### src/rtl/card_flags_regs.vh
// register map, field positions and reset values of the card status flag block
`ifndef CARD_FLAGS_REGS_VH
`define CARD_FLAGS_REGS_VH
`define REG_CTRL 12'h000
`define REG_EVT 12'h004
`define REG_R1 12'h008
`define REG_R2 12'h00C
`define REG_INT_STAT 12'h010
`define REG_INT_MASK 12'h014
`define REG_REGSEL 12'h018
// short response byte
`define B_IDLE 0
`define B_ERASE_RST 1
`define B_ILLEGAL 2
`define B_CRC 3
`define B_BLKLEN 6
// long response second byte
`define B_LOCKED 0
`define B_LOCK_FAIL 1
`define B_EXEC 2
`define B_CARD_ERR 3
`define B_ECC 4
`define B_WP_VIOL 5
`define B_OVERWRITE 7
// control bits
`define C_INIT_DONE 0
`define C_LOCK 1
`define C_READ_R1 2
`define C_READ_R2 3
`define C_READ_TOK 4
// command indices
`define CMD_ERASE_START 6'h23
`define CMD_ERASE_END 6'h24
`define CMD_ERASE 6'h26
`define CMD_STATUS 6'h0D
`define CMD_SEND_CSD 6'h09
`define CMD_SEND_CID 6'h0A
`define CMD_READ_OCR 6'h3A
`define RST_INT_MASK 8'h00
`endif

### src/rtl/card_spi_status_flags.v
// status and error flag logic of a card in serial mode, with an apb register view
//
// Local design decisions: the placing of the registers and the APB register port.
`timescale 1ns/10ps
`include "card_flags_regs.vh"
module card_spi_status_flags (
  input wire i_clock,
  input wire i_srst,
  input wire i_psel,
  input wire i_penable,
  input wire i_pwrite,
  input wire [11:0] i_paddr,
  input wire [31:0] i_pwdata,
  output reg o_pready,
  output reg [31:0] o_prdata,
  output reg o_pslverr,
  input wire i_cmd_valid,
  input wire [5:0] i_cmd_index,
  input wire i_crc_fail,
  input wire i_cmd_not_legal,
  input wire i_blklen_too_big,
  input wire i_blklen_illegal,
  input wire i_prog_protected,
  input wire i_switch_fail,
  input wire i_ecc_fail,
  input wire i_card_fault,
  input wire i_exec_fault,
  input wire i_erase_skip,
  input wire i_lock_fail,
  input wire i_csd_overwrite,
  input wire i_init_done,
  input wire i_locked,
  input wire i_erase_pending,
  input wire i_read_short,
  input wire i_read_long,
  input wire i_read_token,
  output reg [7:0] o_resp_short,
  output reg [15:0] o_resp_long,
  output reg [7:0] o_read_error_token,
  output reg o_erase_cancel,
  output reg o_reg_read_ok,
  output reg o_irq
);
  ////////////////////////////////////////////////////////////////////////
  // position of each sticky flag in the flag vector
  localparam NFLAG = 12;
  localparam F_BLKLEN = 0;
  localparam F_CRC = 1;
  localparam F_ILLEGAL = 2;
  localparam F_SWITCH = 3;
  localparam F_ERST = 4;
  localparam F_WPVIOL = 5;
  localparam F_ESKIP = 6;
  localparam F_LOCKF = 7;
  localparam F_OVW = 8;
  localparam F_ECC = 9;
  localparam F_CARDERR = 10;
  localparam F_EXEC = 11;
  ////////////////////////////////////////////////////////////////////////
  reg [NFLAG-1:0] flag_r;
  reg [NFLAG-1:0] set_vec;
  reg [NFLAG-1:0] clr_vec;
  reg idle_r;
  reg [7:0] ctrl_r;
  reg [7:0] evt_r;
  reg [7:0] int_stat_r;
  reg [7:0] int_mask_r;
  reg [7:0] r1_byte;
  reg [7:0] r2_byte;
  reg [7:0] evt_now;
  reg [31:0] rdata_nxt;
  reg rdata_err;
  wire sw_init_done;
  wire sw_lock;
  wire rd_short;
  wire rd_long;
  wire rd_tok;
  wire erase_cmd;
  wire set_erst;
  wire reg_cmd;
  wire clr_short;
  wire clr_long;
  wire clr_tok;
  wire apb_ack;
  wire apb_access;
  wire apb_wr;
  genvar g;
  ////////////////////////////////////////////////////////////////////////
  // ready rises one cycle into the access phase, with read data beside it
  assign apb_ack = i_psel & i_penable & ~o_pready;
  // the transfer completes at the edge where ready is seen high
  assign apb_access = i_psel & i_penable & o_pready;
  assign apb_wr = apb_access & i_pwrite;
  ////////////////////////////////////////////////////////////////////////
  // software side can emulate conditions through the event register
  assign sw_init_done = ctrl_r[`C_INIT_DONE];
  assign sw_lock = ctrl_r[`C_LOCK];
  assign rd_short = i_read_short | evt_r[7] & ctrl_r[`C_READ_R1];
  assign rd_long = i_read_long | evt_r[7] & ctrl_r[`C_READ_R2];
  assign rd_tok = i_read_token | evt_r[7] & ctrl_r[`C_READ_TOK];
  assign erase_cmd = (i_cmd_index == `CMD_ERASE_START) | (i_cmd_index == `CMD_ERASE_END) |
                     (i_cmd_index == `CMD_ERASE) | (i_cmd_index == `CMD_STATUS);
  assign set_erst = i_cmd_valid & i_erase_pending & ~erase_cmd;
  assign reg_cmd = (i_cmd_index == `CMD_SEND_CSD) | (i_cmd_index == `CMD_SEND_CID) |
                   (i_cmd_index == `CMD_READ_OCR);
  // a long read covers both bytes and the token, a token read only the ecc, card error and execution flags
  assign clr_short = rd_short | rd_long;
  assign clr_long = rd_long;
  assign clr_tok = rd_long | rd_tok;
  ////////////////////////////////////////////////////////////////////////
  // set and clear condition of every sticky flag
  always @* begin
    set_vec = {NFLAG{1'b0}};
    set_vec[F_BLKLEN] = i_blklen_too_big | i_blklen_illegal | evt_r[0];
    set_vec[F_WPVIOL] = i_prog_protected;
    set_vec[F_CRC] = i_crc_fail | evt_r[1];
    set_vec[F_ILLEGAL] = i_cmd_not_legal | evt_r[2];
    set_vec[F_SWITCH] = i_switch_fail;
    set_vec[F_ECC] = i_ecc_fail | evt_r[3];
    set_vec[F_CARDERR] = i_card_fault | evt_r[4];
    set_vec[F_EXEC] = i_exec_fault | evt_r[5];
    set_vec[F_ESKIP] = i_erase_skip;
    set_vec[F_LOCKF] = i_lock_fail | evt_r[6];
    set_vec[F_ERST] = set_erst;
    set_vec[F_OVW] = i_csd_overwrite;
    clr_vec = {NFLAG{1'b0}};
    clr_vec[F_BLKLEN] = clr_short;
    clr_vec[F_CRC] = clr_short;
    clr_vec[F_ILLEGAL] = clr_short;
    clr_vec[F_SWITCH] = clr_short;
    clr_vec[F_ERST] = clr_short;
    clr_vec[F_WPVIOL] = clr_long;
    clr_vec[F_ESKIP] = clr_long;
    clr_vec[F_LOCKF] = clr_long;
    clr_vec[F_OVW] = clr_long;
    clr_vec[F_ECC] = clr_tok;
    clr_vec[F_CARDERR] = clr_tok;
    clr_vec[F_EXEC] = clr_tok;
  end
  ////////////////////////////////////////////////////////////////////////
  // response bytes; switch failure shares the illegal bit
  always @* begin
    r1_byte = 8'h00;
    r1_byte[`B_IDLE] = idle_r;
    r1_byte[`B_ERASE_RST] = flag_r[F_ERST];
    r1_byte[`B_ILLEGAL] = flag_r[F_ILLEGAL] | flag_r[F_SWITCH];
    r1_byte[`B_CRC] = flag_r[F_CRC];
    r1_byte[`B_BLKLEN] = flag_r[F_BLKLEN];
    r2_byte = 8'h00;
    r2_byte[`B_LOCKED] = i_locked | sw_lock;
    r2_byte[`B_LOCK_FAIL] = flag_r[F_LOCKF] | flag_r[F_ESKIP];
    r2_byte[`B_EXEC] = flag_r[F_EXEC];
    r2_byte[`B_CARD_ERR] = flag_r[F_CARDERR];
    r2_byte[`B_ECC] = flag_r[F_ECC];
    r2_byte[`B_WP_VIOL] = flag_r[F_WPVIOL];
    r2_byte[`B_OVERWRITE] = flag_r[F_OVW];
    evt_now = 8'h00;
    evt_now[0] = set_vec[F_BLKLEN];
    evt_now[1] = set_vec[F_CRC];
    evt_now[2] = set_vec[F_ILLEGAL] | set_vec[F_SWITCH];
    evt_now[3] = set_vec[F_WPVIOL];
    evt_now[4] = set_vec[F_ECC] | set_vec[F_CARDERR] | set_vec[F_EXEC];
    evt_now[5] = set_vec[F_LOCKF] | set_vec[F_ESKIP];
    evt_now[6] = set_vec[F_ERST];
    evt_now[7] = set_vec[F_OVW];
  end
  ////////////////////////////////////////////////////////////////////////
  // sticky flags, set wins over clear-on-read
  generate
    for (g = 0; g < NFLAG; g = g + 1) begin : g_flag
      always @(posedge i_clock) begin
        if (i_srst) begin
          flag_r[g] <= 1'b0;
        end else begin
          flag_r[g] <= set_vec[g] | flag_r[g] & ~clr_vec[g];
        end
      end
    end
  endgenerate
  ////////////////////////////////////////////////////////////////////////
  // idle state, left once initialisation completes
  always @(posedge i_clock) begin
    if (i_srst) begin
      idle_r <= 1'b1;
    end else if (i_init_done | sw_init_done) begin
      idle_r <= 1'b0;
    end
  end
  ////////////////////////////////////////////////////////////////////////
  // registered response images
  always @(posedge i_clock) begin
    if (i_srst) begin
      o_resp_short <= 8'h01;
      o_resp_long <= 16'h0100;
      o_read_error_token <= 8'h00;
      o_erase_cancel <= 1'b0;
      o_reg_read_ok <= 1'b0;
    end else begin
      o_resp_short <= r1_byte;
      o_resp_long <= {r1_byte, r2_byte};
      o_read_error_token <= {3'b000, r2_byte[5:1]};
      o_erase_cancel <= set_erst;
      o_reg_read_ok <= i_cmd_valid & reg_cmd;
    end
  end
  ////////////////////////////////////////////////////////////////////////
  // read data and error answer of the addressed register
  always @* begin
    rdata_nxt = 32'h00000000;
    rdata_err = 1'b0;
    case (i_paddr)
      `REG_CTRL: begin
        rdata_nxt = {24'h000000, ctrl_r};
      end
      `REG_EVT: begin
        rdata_nxt = 32'h00000000;
      end
      `REG_R1: begin
        rdata_nxt = {24'h000000, r1_byte};
      end
      `REG_R2: begin
        rdata_nxt = {16'h0000, r1_byte, r2_byte};
      end
      `REG_INT_STAT: begin
        rdata_nxt = {24'h000000, int_stat_r};
      end
      `REG_INT_MASK: begin
        rdata_nxt = {24'h000000, int_mask_r};
      end
      `REG_REGSEL: begin
        rdata_nxt = {31'h00000000, o_reg_read_ok};
      end
      default: begin
        rdata_err = 1'b1;
      end
    endcase
    if (i_pwrite) begin
      rdata_nxt = 32'h00000000;
    end
  end
  ////////////////////////////////////////////////////////////////////////
  // apb slave, one wait state per access
  always @(posedge i_clock) begin
    if (i_srst) begin
      o_pready <= 1'b0;
      o_prdata <= 32'h00000000;
      o_pslverr <= 1'b0;
      ctrl_r <= 8'h00;
      evt_r <= 8'h00;
      int_stat_r <= 8'h00;
      int_mask_r <= `RST_INT_MASK;
      o_irq <= 1'b0;
    end else begin
      o_pready <= apb_ack;
      if (apb_ack) begin
        o_prdata <= rdata_nxt;
        o_pslverr <= rdata_err;
      end else begin
        o_prdata <= 32'h00000000;
        o_pslverr <= 1'b0;
      end
      evt_r <= 8'h00;
      int_stat_r <= int_stat_r | evt_now;
      if (apb_wr) begin
        case (i_paddr)
          `REG_CTRL: begin
            ctrl_r <= i_pwdata[7:0];
          end
          `REG_EVT: begin
            evt_r <= i_pwdata[7:0];
          end
          `REG_INT_STAT: begin
            // write one to clear, a new event in the same cycle wins
            int_stat_r <= evt_now | int_stat_r & ~i_pwdata[7:0];
          end
          `REG_INT_MASK: begin
            int_mask_r <= i_pwdata[7:0];
          end
          default: begin
            ctrl_r <= ctrl_r;
          end
        endcase
      end
      o_irq <= |(int_stat_r & int_mask_r);
    end
  end
endmodule

### config.mk
export PLATFORM = sky130hd
export DESIGN_NAME = card_spi_status_flags
export DESIGN_NICKNAME = d
export VERILOG_FILES = /design/src/rtl/card_spi_status_flags.v
export VERILOG_INCLUDE_DIRS = /design/src /design/src/rtl
export SDC_FILE = /design/constraint.sdc
export NUM_CORES = 1
export LEC_CHECK = 0
export BUFFER_PORTS_ARGS = -buffer_cell sky130_fd_sc_hd__clkbuf_2
export CELL_PAD_IN_SITES_DETAIL_PLACEMENT = 1
export CELL_PAD_IN_SITES_GLOBAL_PLACEMENT = 1
export CORE_MARGIN = 4
export CORE_UTILIZATION = 33
export CTS_CLUSTER_DIAMETER = 80
export DETAILED_ROUTE_END_ITERATION = 8
export PLACE_DENSITY = 0.89
export SETUP_SLACK_MARGIN = 0.2
export SLEW_MARGIN = 5
export SYNTH_ARGS = -nofsm -noshare
export SYNTH_HDL_FRONTEND = slang
export SYNTH_SLANG_ARGS = --single-unit
### constraint.sdc
create_clock -name i_clock -period 2 [get_ports i_clock]
set_input_delay 0.1 -clock i_clock [delete_from_list [all_inputs] [get_ports i_clock]]
set_output_delay 0.1 -clock i_clock [all_outputs]
set_load 0.1 [all_outputs]
==> impl_metrics.py <==
metrics = {
    "layout": {
        "diodes": 0,
        "fillCellCount": 1135,
        "layout-drive-gt1-share": 0.292,
        "area_growth_pct": 21.5,
        "nNetsFinal": 523,
    },
    "clock_tree": {
        "cts_made_buffers": 9,
        "clk_pin_slew_ns": 0.08,
        "cts_tree": "built",
        "clock_latency_ns": 0.35,
        "htree_num_levels": 3,
        "root_buffer": "clkbuf_8",
        "clock_sinks": 75,
        "ctsLongestPathBuffers": 2,
    },
    "global_routing": {
        "grt_pass1_wl_um": 15400,
        "grt_usage": 0.172,
        "grt_pass1_vias": 3014,
        "antenna_found_initial": 0,
        "grt_start_max_net_pins": 22,
        "grt.overflow.total": 0,
    },
    "outcome": {
        "status": "complete, no violations",
    },
    "timing": {
        "grt_setup_unrepaired": "false",
        "period_minus_slack_ns": 1.64,
        "finalCritPeriodShare": 0.822,
        "final_max_slew_viol_count": 0,
        "slew_headroom": 0.636,
        "hold_viol": 0,
        "worst_pin_slew_ns": 0.543,
        "setup_viol": 0,
        "skew_ns": 0.0117,
        "max_freq_mhz": 608,
        "fin_tns_setup_ns": 0,
        "whs_ns": 0.00211,
    },
    "hold_path": {
        "hold_class": "input pin to register",
        "worst_hold_path.endpoint": "flag_r[7]$_SDFF_PP0_",
        "hold_depth": 3,
        "min_from": "i_lock_fail",
    },
    "synthesis": {
        "synth_area_um2": 3180,
        "synthTopCellsByArea": "dfxtp_1 47%, buf_4 9.2%, a21oi_1 5.5%, nand3_1 3.9%, o21ai_0 3.3%",
        "syn_area_per_cell_um2": 8.92,
        "async_flop_share": 0,
        "synthDistinctLibCells": 48,
        "yosys.area.top_type": "dfxtp_1",
        "synth_enable_flop_cells": 0,
        "ys_warn_count": 0,
        "synth_ff_type": "dfxtp_1",
        "syn_inst": 357,
        "synth_seq_cells": 75,
        "ys_seq_area_frac": 0.472,
        "synth_top_area_frac": 0.472,
    },
    "pwr": {
        "p_int_mw": 2.16,
        "p_leak_nw": 1.65,
        "sw_frac_of_total": 0.343,
        "ir_drop_mv": 0.247,
        "p_clk_frac": 0.312,
        "p_per_area_nw_per_um2": 849,
        "total_power_mw": 3.28,
        "p_switching_mw": 1.13,
        "p_seq_frac": 0.477,
        "pwr-share-comb": 0.210,
    },
    "die": {
        "ioPinCount": 143,
        "initial_core_util": 0.341,
        "die_area_um2": 11300,
        "die_w_um": 106,
        "fp-row-count": 35,
        "dieHeight_um": 106,
        "core_um2": 9330,
    },
    "routing": {
        "drt-pass1-iter-count": 4,
        "post-route-drc-count": 0,
        "via_per_inst": 5.04,
        "routed_wl_um": 9550,
        "routedWlPerCell_um": 16.4,
        "ant_nets": 0,
        "vias": 2927,
        "initialDrtViolationCount": 134,
    },
    "flow_run": {
        "maxCapViolations": 0,
    },
    "critical_path": {
        "reg2reg_from": "o_pready$_SDFF_PP0_",
        "worst_r2r_endpoint": "int_mask_r[6]$_SDFFE_PP0P_",
        "worstRegToRegCells": 5,
        "reg2reg_setup_slack_ns": 0.36,
        "arrival_ns": 1.88,
        "critical_path_class": "register to register",
        "critPathMaxFanout": 12,
        "critPathCaptureType": "register",
        "required_ns": 2.23,
        "cp-start-kind": "register",
    },
    "placement": {
        "hpwl_um": 7310,
        "gp_congestion": 0.891,
        "io_buffers": 89,
    },
}
## stage by stage
stage / std cells / cell area, um^2 / worst slack [ns] / utilization
floorplan: 385 / 3290 / 0.279 / -
global placement: 562 / 3650 / 0.128 / 0.392
detailed placement: 562 / 3650 / 0.0645 / 0.392
CTS: 580 / 3860 / 0.252 / 0.414
global route: 581 / 3870 / 0.278 / 0.415
finish: 581 / 3870 / 0.356 / 0.415
## cells in the final DEF, fill, tap and decap left out, drive strengths merged, types with 6 or more instances in the layout
master / Yosys / final
dfxtp: 75 / 75
nand3: 25 / 25
a21oi: 35 / 35
clkbuf: 9 / 101
buf: 46 / 15
conb: 1 / 29
nand2: 19 / 19
a22oi: 7 / 7
o21ai: 26 / 26
and2: 12 / 12
inv: 6 / 6
nor3: 6 / 6
nor2: 25 / 25
nor2b: 9 / 9
## worst max-delay path by stage
| stage | depth (start not counted) | startpoint | to | slack, ns |
|---|---|---|---|---|
| after floorplan | 5 | i_paddr[9] | int_mask_r[2]$_SDFFE_PP0P_ | 0.28 |
| after CTS | 5 | o_pready$_SDFF_PP0_ | int_mask_r[6]$_SDFFE_PP0P_ | 0.25 |
| after global routing | 5 | o_pready$_SDFF_PP0_ | int_mask_r[6]$_SDFFE_PP0P_ | 0.28 |
| final | 5 | o_pready$_SDFF_PP0_ | int_mask_r[6]$_SDFFE_PP0P_ | 0.36 |
| after detailed placement | 6 | i_paddr[9] | int_mask_r[6]$_SDFFE_PP0P_ | 0.06 |
| after global placement | 6 | i_paddr[9] | int_mask_r[0]$_SDFFE_PP0P_ | 0.13 |
## sequential cells by signal, indices dropped and copies added (netlist names)
signal and count:
o_pslverr 1, o_resp_short 5, flag_r 12, o_prdata 13, o_irq 1, o_erase_cancel 1, int_mask_r 8, evt_r 8
ctrl_r 8, o_reg_read_ok 1, int_stat_r 8, o_resp_long 7, idle_r 1, o_pready 1
## cell usage after synthesis (2+ instances only)
cell	instances
a2111oi_0	2
a211oi_1	4
a21o_1	2
a21oi_1	35
a22oi_1	7
a31oi_1	4
a41oi_1	2
and2_1	12
buf_1	5
buf_4	39
clkbuf_1	8
dfxtp_1	75
inv_1	6
mux2_2	3
mux2i_1	5
nand2_1	19
nand2b_1	5
nand3_1	25
nor2_1	25
nor2b_1	9
nor3_1	6
nor4_1	2
nor4_4	2
o21a_1	2
o21ai_0	21
o21ai_1	5
or2_2	4
or4_4	3
## what timing repair did
action / 4_1_cts / 5_1_grt
gates resized for setup: 1 / 0
hold buffers: 4 / 0
endpoints found under the hold margin: 6 / 0
setup endpoints to repair: 1 / 1
pin swaps: 0 / 1
setup buffers: 0 / 1
## cells by family after synthesis
group           Yosys count  synth area share
compound gates           92             0.172
xor+xnor                  1           0.00275
buf+inv                  61             0.121
flops                    75             0.472
mux                       8            0.0263
other cells               1           0.00118
simple gates            119             0.205
## metal layers
layer  wire (um)  vias up  track usage
met5           0        -            0
met4         341        0       0.0851
met3         645       21       0.0407
met2        4800      116        0.294
met1        3760     1420        0.201
li1            -     1370            -
## power groups by stage
| stage | registers, mW | logic, mW | clock network, mW |
|---|---|---|---|
| 6_report | 1.57 | 0.691 | 1.03 |
| 5_1_grt | 1.57 | 0.722 | 1.10 |
| 4_1_cts | 1.57 | 0.689 | 1.04 |
| 3_5_place_dp | 1.60 | 0.680 | 0 |
| 3_3_place_gp | 1.60 | 0.668 | 0 |
| 2_1_floorplan | 1.70 | 0.492 | 0 |
## layout make-up
type	count	area, um^2	area share
Clock buffer	12	155	0.0401
Clock inverter	2	12.5	0.00323
Inverter	6	22.5	0.00582
Multi-Input combinational cell	249	1400	0.362
Sequential cell	75	1510	0.389
Tap cell	129	161	0.0417
Timing Repair Buffer	108	611	0.158
## worst max-delay path: stages (launching register included)
cell     delay (ns)
dfxtp_4        0.36
nand4_1        0.14
or4_4          0.50
buf_4          0.20
o21ai_1        0.21
a21oi_1        0.11
Note: power is estimated with default switching activity, not from simulation.
